$ cat src/verilog/mods_pkg.sv
package mods_pkg;

    // Number of operation data entries and index width.
    localparam int ENTRY_COUNT = 8;
    localparam int ENTRY_IDX_W = 3;

    // Register offsets, one word each, byte addressed.
    localparam logic [7:0] OFS_CTRL = 8'h00;
    localparam logic [7:0] OFS_STATUS = 8'h04;
    localparam logic [7:0] OFS_EXT_VALUE = 8'h08;
    localparam logic [7:0] OFS_ACTIVE_SPEED = 8'h0C;
    localparam logic [7:0] OFS_ACTIVE_TORQUE = 8'h10;
    localparam logic [7:0] OFS_ENTRY_BASE = 8'h40;
    localparam logic [7:0] OFS_ENTRY_STRIDE = 8'h10;

    // Field positions inside an entry block, by word index.
    localparam logic [1:0] FLD_SPEED = 2'h0;
    localparam logic [1:0] FLD_TORQUE = 2'h1;
    localparam logic [1:0] FLD_ACCEL = 2'h2;
    localparam logic [1:0] FLD_DECEL = 2'h3;

    // Bit positions in the control register.
    localparam int CTRL_RUN_BIT = 0;
    localparam int CTRL_PWM_BIT = 1;
    localparam int CTRL_SEL_LSB = 4;
    // Bit positions of the selectors in the speed and torque words.
    localparam int SRC_LSB = 16;

    // Source selector codes.
    localparam logic [1:0] SRC_DIGITAL = 2'h0;
    localparam logic [1:0] SRC_EXTERNAL = 2'h3;

    // Accepted ranges and reset values; times are in tenths of a second.
    localparam logic [11:0] SPEED_MIN = 12'h050;
    localparam logic [11:0] SPEED_MAX = 12'hC4E;
    localparam logic [11:0] SPEED_RESET = 12'h000;
    localparam logic [11:0] SPEED_REF = 12'hBB8;
    localparam logic [7:0] TORQUE_MAX = 8'hC8;
    localparam logic [7:0] TORQUE_RESET = 8'hC8;
    localparam logic [7:0] TIME_MIN = 8'h01;
    localparam logic [7:0] TIME_MAX = 8'h96;
    localparam logic [7:0] TIME_RESET = 8'h05;

    // Clock and ramp tick: the ramp moves one speed step per tick.
    localparam int CLK_HZ = 40_000_000;
    localparam int TENTH_S_CYCLES = CLK_HZ / 10;

    // Entry contents carried together.
    typedef struct packed {
        logic [1:0] speed_src;
        logic [1:0] torque_src;
        logic [11:0] speed;
        logic [7:0] torque;
        logic [7:0] accel;
        logic [7:0] decel;
    } mods_entry_t;

    // Register bus request carried together.
    typedef struct packed {
        logic [7:0] addr;
        logic [31:0] wdata;
        logic wr;
        logic rd;
    } mods_bus_t;

    // Run state of the motor command path.
    typedef enum logic [1:0] {
        MODS_IDLE = 2'b00,
        MODS_RUN = 2'b01,
        MODS_STOP = 2'b11
    } mods_state_t;

endpackage

$ cat src/verilog/mods_top.sv
// Design decisions made here: the placing of the registers and strobed register access.
`timescale 1ns/100ps
// Behaviour
// Eight entries, each speed, torque, ramp times.
// Per-entry selectors: 0 digital, 3 external.
// Selectors reset 0, apply after stop.
// Both selectors external raises setting error.
// Erroneous entry selected: no start, prohibited.
// External mode analog or PWM, default analog.
// Speed accepts 0 or 80..3150, reset 0.
// Digital values used only when selected digital.
// Torque limit 0..200 percent, reset 200.
// Acceleration 0.1..15.0 s, reset 0.5, immediate.
// Deceleration 0.1..15.0 s, reset 0.5, immediate.
// Ramp times refer to 3000 r/min.
// PWM mode uses measured duty cycle.
// Limit enable on limits torque, else peak.
// No assigned enable terminal means always on.
// Several assigned terminals need all on.
// Limiting active output on while limiting.
// Host ignores limiting output at low speed.
// Zero speed bypasses the lower limit.
// Ramp rate is 3000 over ramp time.
// Out-of-range writes rejected, old value kept.
module mods_top #(
    parameter int EN_PINS = 4,
    parameter int PWM_PERIOD = 4000,
    parameter int TENTH_S = mods_pkg::TENTH_S_CYCLES,
    parameter logic [11:0] SPEED_LOWER = 12'h0050,
    parameter logic [11:0] PEAK_TORQUE = 12'h0FFF
) (
    // Clock and reset.
    input wire logic i_clk_sys,
    input wire logic i_rst_b,
    // Register port.
    input wire logic [7:0] i_addr,
    input wire logic [31:0] i_wdata,
    input wire logic i_wr,
    input wire logic i_rd,
    output logic [31:0] o_rdata,
    // Torque limit enable terminals and their assignment mask.
    input wire logic [EN_PINS-1:0] i_torque_limit_enable_input,
    input wire logic [EN_PINS-1:0] i_en_assign,
    // External analog level and PWM terminal.
    input wire logic [7:0] i_ext_analog,
    input wire logic i_ext_pwm,
    // Measured motor torque in percent of rated.
    input wire logic [11:0] i_motor_torque,
    // Motor commands and flags.
    output logic [11:0] o_speed_cmd,
    output logic [11:0] o_torque_cmd,
    output logic o_running,
    output logic o_setting_error,
    output logic o_prohibited,
    output logic o_torque_limiting_active_output
);

    // Bus request bundled into the package struct.
    mods_pkg::mods_bus_t bus;
    assign bus = '{addr: i_addr, wdata: i_wdata, wr: i_wr, rd: i_rd};

    // Entry storage; live selectors are split from the written ones.
    mods_pkg::mods_entry_t entry [mods_pkg::ENTRY_COUNT];
    logic [1:0] sel_speed_src [mods_pkg::ENTRY_COUNT];
    logic [1:0] sel_torque_src [mods_pkg::ENTRY_COUNT];
    logic [7:0] err_vec;
    // Control bits.
    logic run_req;
    logic pwm_mode;
    logic [2:0] op_sel;
    logic prohibited;
    mods_pkg::mods_state_t state;

    // Entry addressing decode.
    logic in_entry;
    logic [2:0] wr_idx;
    logic [1:0] wr_fld;
    assign in_entry = bus.addr >= mods_pkg::OFS_ENTRY_BASE;
    assign wr_idx = 3'((bus.addr - mods_pkg::OFS_ENTRY_BASE) >> 4);
    assign wr_fld = bus.addr[3:2];

    // Synchronisers for the enable, analog and PWM terminals.
    logic [EN_PINS-1:0] en_s1, en_s2;
    logic [7:0] an_s1, an_s2;
    logic pwm_s1, pwm_s2;
    always_ff @(posedge i_clk_sys) begin
        if (!i_rst_b) begin
            en_s1 <= '0;
            en_s2 <= '0;
            an_s1 <= '0;
            an_s2 <= '0;
            pwm_s1 <= 1'b0;
            pwm_s2 <= 1'b0;
        end else begin
            en_s1 <= i_torque_limit_enable_input;
            en_s2 <= en_s1;
            an_s1 <= i_ext_analog;
            an_s2 <= an_s1;
            pwm_s1 <= i_ext_pwm;
            pwm_s2 <= pwm_s1;
        end
    end

    // Per-entry storage and range checks, one generate loop.
    genvar g;
    generate
        for (g = 0; g < mods_pkg::ENTRY_COUNT; g++) begin : g_entry
            logic hit;
            logic [11:0] sp;
            logic [7:0] tv;
            assign hit = bus.wr && in_entry && (wr_idx == 3'(g));
            assign sp = bus.wdata[11:0];
            assign tv = bus.wdata[7:0];
            // Entry fields: out-of-range values leave the old contents.
            always_ff @(posedge i_clk_sys) begin
                if (!i_rst_b) begin
                    entry[g].speed <= mods_pkg::SPEED_RESET;
                    entry[g].torque <= mods_pkg::TORQUE_RESET;
                    entry[g].accel <= mods_pkg::TIME_RESET;
                    entry[g].decel <= mods_pkg::TIME_RESET;
                    entry[g].speed_src <= mods_pkg::SRC_DIGITAL;
                    entry[g].torque_src <= mods_pkg::SRC_DIGITAL;
                end else if (hit) begin
                    case (wr_fld)
                        mods_pkg::FLD_SPEED: begin
                            // Zero or 80..3150 accepted.
                            if (bus.wdata[31:12] == 20'h0_0000 &&
                                (sp == 12'h000 || (sp >= mods_pkg::SPEED_MIN &&
                                 sp <= mods_pkg::SPEED_MAX))) begin
                                entry[g].speed <= sp;
                            end
                            // Codes other than 0 and 3 are ignored.
                            if (bus.wdata[17:16] == mods_pkg::SRC_DIGITAL ||
                                bus.wdata[17:16] == mods_pkg::SRC_EXTERNAL) begin
                                entry[g].speed_src <= bus.wdata[17:16];
                            end
                        end
                        mods_pkg::FLD_TORQUE: begin
                            if (bus.wdata[15:8] == 8'h00 &&
                                tv <= mods_pkg::TORQUE_MAX) begin
                                entry[g].torque <= tv;
                            end
                            if (bus.wdata[17:16] == mods_pkg::SRC_DIGITAL ||
                                bus.wdata[17:16] == mods_pkg::SRC_EXTERNAL) begin
                                entry[g].torque_src <= bus.wdata[17:16];
                            end
                        end
                        mods_pkg::FLD_ACCEL: begin
                            if (bus.wdata[15:8] == 8'h00 && tv >= mods_pkg::TIME_MIN &&
                                tv <= mods_pkg::TIME_MAX) begin
                                entry[g].accel <= tv;
                            end
                        end
                        default: begin
                            if (bus.wdata[15:8] == 8'h00 && tv >= mods_pkg::TIME_MIN &&
                                tv <= mods_pkg::TIME_MAX) begin
                                entry[g].decel <= tv;
                            end
                        end
                    endcase
                end
            end
            // Live selectors follow the written ones only while stopped.
            always_ff @(posedge i_clk_sys) begin
                if (!i_rst_b) begin
                    sel_speed_src[g] <= mods_pkg::SRC_DIGITAL;
                    sel_torque_src[g] <= mods_pkg::SRC_DIGITAL;
                end else if (state == mods_pkg::MODS_IDLE) begin
                    sel_speed_src[g] <= entry[g].speed_src;
                    sel_torque_src[g] <= entry[g].torque_src;
                end
            end
            // Both sources external is a setting error.
            assign err_vec[g] = (sel_speed_src[g] == mods_pkg::SRC_EXTERNAL) &&
                                (sel_torque_src[g] == mods_pkg::SRC_EXTERNAL);
        end
    endgenerate

    // Control register: run request, external mode, entry select.
    always_ff @(posedge i_clk_sys) begin
        if (!i_rst_b) begin
            run_req <= 1'b0;
            pwm_mode <= 1'b0;
            op_sel <= 3'h0;
        end else if (bus.wr && bus.addr == mods_pkg::OFS_CTRL) begin
            run_req <= bus.wdata[mods_pkg::CTRL_RUN_BIT];
            pwm_mode <= bus.wdata[mods_pkg::CTRL_PWM_BIT];
            op_sel <= bus.wdata[mods_pkg::CTRL_SEL_LSB +: 3];
        end
    end

    // PWM duty measurement: high count over a fixed period.
    logic [15:0] pwm_cnt, pwm_high;
    logic [7:0] pwm_duty;
    always_ff @(posedge i_clk_sys) begin
        if (!i_rst_b) begin
            pwm_cnt <= '0;
            pwm_high <= '0;
            pwm_duty <= '0;
        end else if (pwm_cnt == 16'(PWM_PERIOD - 1)) begin
            pwm_cnt <= '0;
            pwm_high <= 16'(pwm_s2);
            pwm_duty <= 8'((32'(pwm_high) * 255) / PWM_PERIOD);
        end else begin
            pwm_cnt <= pwm_cnt + 16'h0001;
            pwm_high <= pwm_high + 16'(pwm_s2);
        end
    end

    // External value as a 0..255 fraction, by the selected mode.
    logic [7:0] ext_val;
    assign ext_val = pwm_mode ? pwm_duty : an_s2;

    // Target speed and torque of the chosen entry.
    logic [11:0] tgt_speed, ext_speed;
    logic [7:0] tgt_torque, ext_torque;
    logic [19:0] sp_scale;
    assign sp_scale = (20'(ext_val) * 20'(mods_pkg::SPEED_MAX)) / 20'h0_00FF;
    assign ext_speed = (sp_scale[11:0] < mods_pkg::SPEED_MIN) ? 12'h000 : sp_scale[11:0];
    assign ext_torque = 8'((16'(ext_val) * 16'(mods_pkg::TORQUE_MAX)) / 16'h00FF);
    assign tgt_speed = (sel_speed_src[op_sel] == mods_pkg::SRC_EXTERNAL) ?
                       ext_speed : entry[op_sel].speed;
    assign tgt_torque = (sel_torque_src[op_sel] == mods_pkg::SRC_EXTERNAL) ?
                        ext_torque : entry[op_sel].torque;

    // Run state machine; a flagged entry never starts.
    always_ff @(posedge i_clk_sys) begin
        if (!i_rst_b) begin
            state <= mods_pkg::MODS_IDLE;
            prohibited <= 1'b0;
        end else begin
            case (state)
                mods_pkg::MODS_IDLE: begin
                    if (run_req && err_vec[op_sel]) begin
                        prohibited <= 1'b1;
                    end else if (run_req) begin
                        prohibited <= 1'b0;
                        state <= mods_pkg::MODS_RUN;
                    end else begin
                        prohibited <= 1'b0;
                    end
                end
                mods_pkg::MODS_RUN: begin
                    if (!run_req) begin
                        state <= mods_pkg::MODS_STOP;
                    end
                end
                mods_pkg::MODS_STOP: begin
                    // Stopped once the ramp reaches zero.
                    if (o_speed_cmd == 12'h000) begin
                        state <= mods_pkg::MODS_IDLE;
                    end else if (run_req) begin
                        state <= mods_pkg::MODS_RUN;
                    end
                end
                default: state <= mods_pkg::MODS_IDLE;
            endcase
        end
    end

    // Ramp tick: one r/min step every (time * tenth) / 3000 cycles.
    logic [31:0] tick_cnt, tick_len;
    logic [11:0] ramp_goal;
    logic ramp_up;
    assign ramp_goal = (state == mods_pkg::MODS_RUN) ? tgt_speed : 12'h000;
    assign ramp_up = ramp_goal > o_speed_cmd;
    // Ramp time changes apply at once, as they are read live.
    assign tick_len = (32'(ramp_up ? entry[op_sel].accel : entry[op_sel].decel) *
                       32'(TENTH_S)) / 32'(mods_pkg::SPEED_REF);
    always_ff @(posedge i_clk_sys) begin
        if (!i_rst_b) begin
            tick_cnt <= '0;
            o_speed_cmd <= 12'h000;
        end else if (ramp_goal == o_speed_cmd) begin
            tick_cnt <= '0;
        end else if (tick_cnt + 32'h0000_0001 >= tick_len) begin
            tick_cnt <= '0;
            // Zero goes straight through, no lower limit clamp.
            if (ramp_up) begin
                o_speed_cmd <= (o_speed_cmd < SPEED_LOWER && ramp_goal >= SPEED_LOWER) ?
                               SPEED_LOWER : o_speed_cmd + 12'h001;
            end else begin
                o_speed_cmd <= o_speed_cmd - 12'h001;
            end
        end else begin
            tick_cnt <= tick_cnt + 32'h0000_0001;
        end
    end

    // Torque limit enable: unassigned pins count as on. see R15
    logic en_ok;
    assign en_ok = &(en_s2 | ~i_en_assign);

    // Torque command and limiting flag. see R14
    always_ff @(posedge i_clk_sys) begin
        if (!i_rst_b) begin
            o_torque_cmd <= PEAK_TORQUE;
            o_torque_limiting_active_output <= 1'b0;
            o_running <= 1'b0;
            o_setting_error <= 1'b0;
            o_prohibited <= 1'b0;
        end else begin
            o_torque_cmd <= en_ok ? 12'(tgt_torque) : PEAK_TORQUE;
            o_torque_limiting_active_output <= en_ok && o_running &&
                (i_motor_torque >= 12'(tgt_torque));
            o_running <= state != mods_pkg::MODS_IDLE;
            o_setting_error <= |err_vec;
            o_prohibited <= prohibited;
        end
    end

    // Read data, one cycle after the read strobe; unmapped reads below 0x40 give zero.
    always_ff @(posedge i_clk_sys) begin
        if (!i_rst_b) begin
            o_rdata <= '0;
        end else if (bus.rd) begin
            o_rdata <= '0;
            if (in_entry) begin
                case (wr_fld)
                    mods_pkg::FLD_SPEED: o_rdata <= {14'h0, entry[wr_idx].speed_src,
                                                     4'h0, entry[wr_idx].speed};
                    mods_pkg::FLD_TORQUE: o_rdata <= {14'h0, entry[wr_idx].torque_src,
                                                      8'h0, entry[wr_idx].torque};
                    mods_pkg::FLD_ACCEL: o_rdata <= {24'h0, entry[wr_idx].accel};
                    default: o_rdata <= {24'h0, entry[wr_idx].decel};
                endcase
            end else begin
                case (bus.addr)
                    mods_pkg::OFS_CTRL: o_rdata <= {25'h0, op_sel, 2'h0, pwm_mode, run_req};
                    mods_pkg::OFS_STATUS: o_rdata <= {16'h0, err_vec, 4'h0,
                        o_torque_limiting_active_output, prohibited, state};
                    mods_pkg::OFS_EXT_VALUE: o_rdata <= {24'h0, ext_val};
                    mods_pkg::OFS_ACTIVE_SPEED: o_rdata <= {20'h0, o_speed_cmd};
                    mods_pkg::OFS_ACTIVE_TORQUE: o_rdata <= {20'h0, o_torque_cmd};
                    default: o_rdata <= '0;
                endcase
            end
        end else begin
            o_rdata <= '0;
        end
    end

endmodule

$ cat config.mk
export PLATFORM = sky130hd
export DESIGN_NAME = mods_top
export DESIGN_NICKNAME = d
export VERILOG_FILES = /design/src/verilog/mods_pkg.sv /design/src/verilog/mods_top.sv
export SDC_FILE = /design/constraint.sdc
export NUM_CORES = 2
export LEC_CHECK = 0
export BUFFER_PORTS_ARGS = -buffer_cell sky130_fd_sc_hd__buf_2
export CORE_MARGIN = 4
export CORE_UTILIZATION = 44
export DETAILED_ROUTE_END_ITERATION = 6
export SLEW_MARGIN = 10
export SYNTH_ARGS = -nofsm -noshare
export SYNTH_HDL_FRONTEND = slang
export SYNTH_SLANG_ARGS = --single-unit
$ cat constraint.sdc
create_clock -name i_clk_sys -period 117.4 [get_ports i_clk_sys]
set_input_delay 5.87 -clock i_clk_sys [delete_from_list [all_inputs] [get_ports i_clk_sys]]
set_output_delay 5.87 -clock i_clk_sys [all_outputs]
set_load 0.005 [all_outputs]
==> flow_metrics.tcl <==
set metrics [dict create \
    status "finished, final reports clean" \
    slew_headroom_pct 20.7 \
    crit_type "register to register" \
    drc_errors 0 \
    fmax_mhz 20.5 \
    critPathLaunch "pwm_mode" \
    yosys.area.top_type_share_pct 22.5 \
    rows 119 \
    synth_top_area_cell "edfxtp_1" \
    initialDrtViolationCount 3521 \
    antenna_found_initial 11 \
    cts_resized 0 \
    final-seq-area_mm2 0.0136 \
    num_vias 39400 \
    ys_ff_latch 504 \
    critPathMostFrequentCell "a21oi_1" \
    first_pass_iters 6 \
    track_usage_pct 24.6 \
    netlist_area_mm2 0.0469 \
    cts_tree "done" \
    yosysSeqAreaShare_pct 29.0 \
    fin_nets 5443 \
    setup_tns_ns 0 \
    wl_per_cell_um 21.8 \
    clkTransAtPathRegs_ns 0.07 \
    design_area_mm2 0.0507 \
    syn_to_final_growth_pct 8.07 \
    drive_above_1_share_pct 12.9 \
    worst_setup_path_start_kind "register" \
    cap_violations 0 \
    syn_avg_cell_area_um2 9.35 \
    hold_depth 1 \
    grt_overflow_total 0 \
    tightest_slew_ns 1.18 \
    rsz0062_at_grt "false" \
    finalWeightedCongestion 0.940 \
    crit_arrival_ns 49.37 \
    place_area_mm2 0.0488 \
    r2r_slack_ns 68.61 \
    rr_startpoint "pwm_mode" \
    core_mm2 0.106 \
    clock_skew_ns 0.0221 \
    routed_wl_um 141000 \
    synthCells 5016 \
    synth_flop_cell "edfxtp_1" \
    cp-end-kind "register" \
    grt_pass1_vias 37900 \
    slowest_stage "a21oi_1" \
    yosys-top-cells-count "nor2_1 (396), nand2_1 (362), edfxtp_1 (352)" \
    fin_crit_sh_pct 41.6 \
    grt_max_degree 72 \
    yosysWarnings 0 \
    ctsHoldBuffers 0 \
    finalMaxSlewViolations 0 \
    synth_async_sr_flop_share_pct 0 \
    finalHoldViolCount 0 \
    hp-class "register to register" \
    synthMostInstantiatedCell "nor2_1" \
    synth_enable_flop_cells 352 \
    fp.dieArea_mm2 0.112 \
    clock_latency_ns 0.66 \
    clock-sinks 504 \
    numCtsBuffers 59 \
    r2r_cells 174 \
    synth_area_leaders "edfxtp_1 (23%), mux4_2 (8.5%), dfxtp_1 (6.5%)" \
    initial_core_util_pct 44.4 \
    root_buffer "clkbuf_16" \
    fp.dieH_um 335 \
    ys_types 152 \
    io_pins 133 \
    fillers 9913 \
    setup-violations-final 0 \
    cts_setup_buffers 0 \
    path_max_fanout 19 \
    multiInputGateArea_mm2 0.0313 \
    place.detailed.hpwl_um 107000 \
    cts_buffer_depth 3 \
    min_from "en_s1[3]" \
    viasPerCell 6.08 \
    die_w_um 335 \
    crit_required_ns 117.98 \
    io_buffers 118 \
    fin_crit_ns 48.79 \
    fin_hold_ws_ns 0.436 \
    ant_nets 0 \
    htreeDepth 2 \
    crit_path_max_incr_delay_ns 0.89 \
    grt_pass1_wl_um 219000 \
]
-- flip-flops by register name, summed over array words and instances (netlist names), 2 cells and up, named ones only --
name,count
en_s1,4
o_torque_cmd,9
sel_speed_src,16
en_s2,4
state,2
op_sel,3
an_s1,8
o_rdata,18
entry,320
pwm_cnt,16
pwm_duty,8
pwm_high,16
tick_cnt,32
o_speed_cmd,12
an_s2,8
sel_torque_src,16
-- cell usage in the layout, fill, tap and decap left out, types with 58 or more instances in the layout --
cell type and n:
dfxtp_1 149, nand2_1 362, nor2_1 396, buf_2 115
and2_1 320, and3_1 89, xnor2_1 201, ha_1 241
o21ai_0 214, xor2_1 94, edfxtp_1 352, a211oi_1 59
mux4_2 177, mux2i_1 78, fa_1 102, inv_1 263
nor3_1 74, nand3_1 170, or3_1 101, a21oi_1 222
clkbuf_16 59, nand4_1 58, buf_4 68
-- cell families after synthesis --
| logic type | Yosys count | synth area share, % |
|---|---|---|
| and+or+nand+nor | 1851 | 20.7 |
| AOI/OAI and AO/OA | 1172 | 17.7 |
| buffers and inverters | 531 | 4.48 |
| DFF | 504 | 29.0 |
| adders and majority gates | 357 | 11.1 |
| xor gates and xnor gates | 302 | 5.80 |
| muxes | 298 | 11.2 |
| other | 1 | 0.00799 |
-- layout make-up --
class | instances | share of cell area [%]
clock inverter | 26 | 0.560
clock buffer | 84 | 3.20
multi-input combinational | 4007 | 61.8
inverter | 271 | 2.01
antenna | 3 | 0.0148
timing repair buffer | 184 | 2.16
sequential | 504 | 26.9
tap | 1391 | 3.43
-- stage by stage --
step	utilization, %	instances	setup slack [ns]
after global routing	48.0	6467	64.28
after floorplan	-	5042	75.42
after CTS	48.0	6467	69.16
after detailed placement	46.2	6357	69.41
after global placement	46.2	6357	70.65
final	48.0	6470	68.61
-- per-layer routing --
| metal | global-route usage, % | share of wire [%] | wire [um] | up-vias |
|---|---|---|---|---|
| met5 | 0 | 0.026 | 36 | - |
| li1 | - | - | - | 18600 |
| met1 | 34.0 | 44 | 62200 | 19300 |
| met3 | 4.55 | 7.5 | 10500 | 176 |
| met4 | 5.09 | 2.0 | 2790 | 6 |
| met2 | 40.7 | 46 | 65600 | 1272 |
-- worst paths after layout --
kind / end
setup reg to reg: tick_cnt[3]
hold / removal: en_s2[3]
hold reg to reg: en_s2[3]
setup / recovery: tick_cnt[3]
-- worst max-delay path, delay by kind of cell, from the launching register on --
kind,cells,cell delay (ns)
AO/OA/AOI/OAI,91,26.36
AND/OR/NAND/NOR,46,9.98
adder cells (fa/ha/maj),16,5.80
XOR/XNOR,8,2.48
multiplexers,4,2.05
buffers and inverters,9,1.20
flip-flops,1,0.72
Power is left out: the tool's default activity adds up to more than one toggle a clock period on the data nets, which glitch-free logic cannot reach.
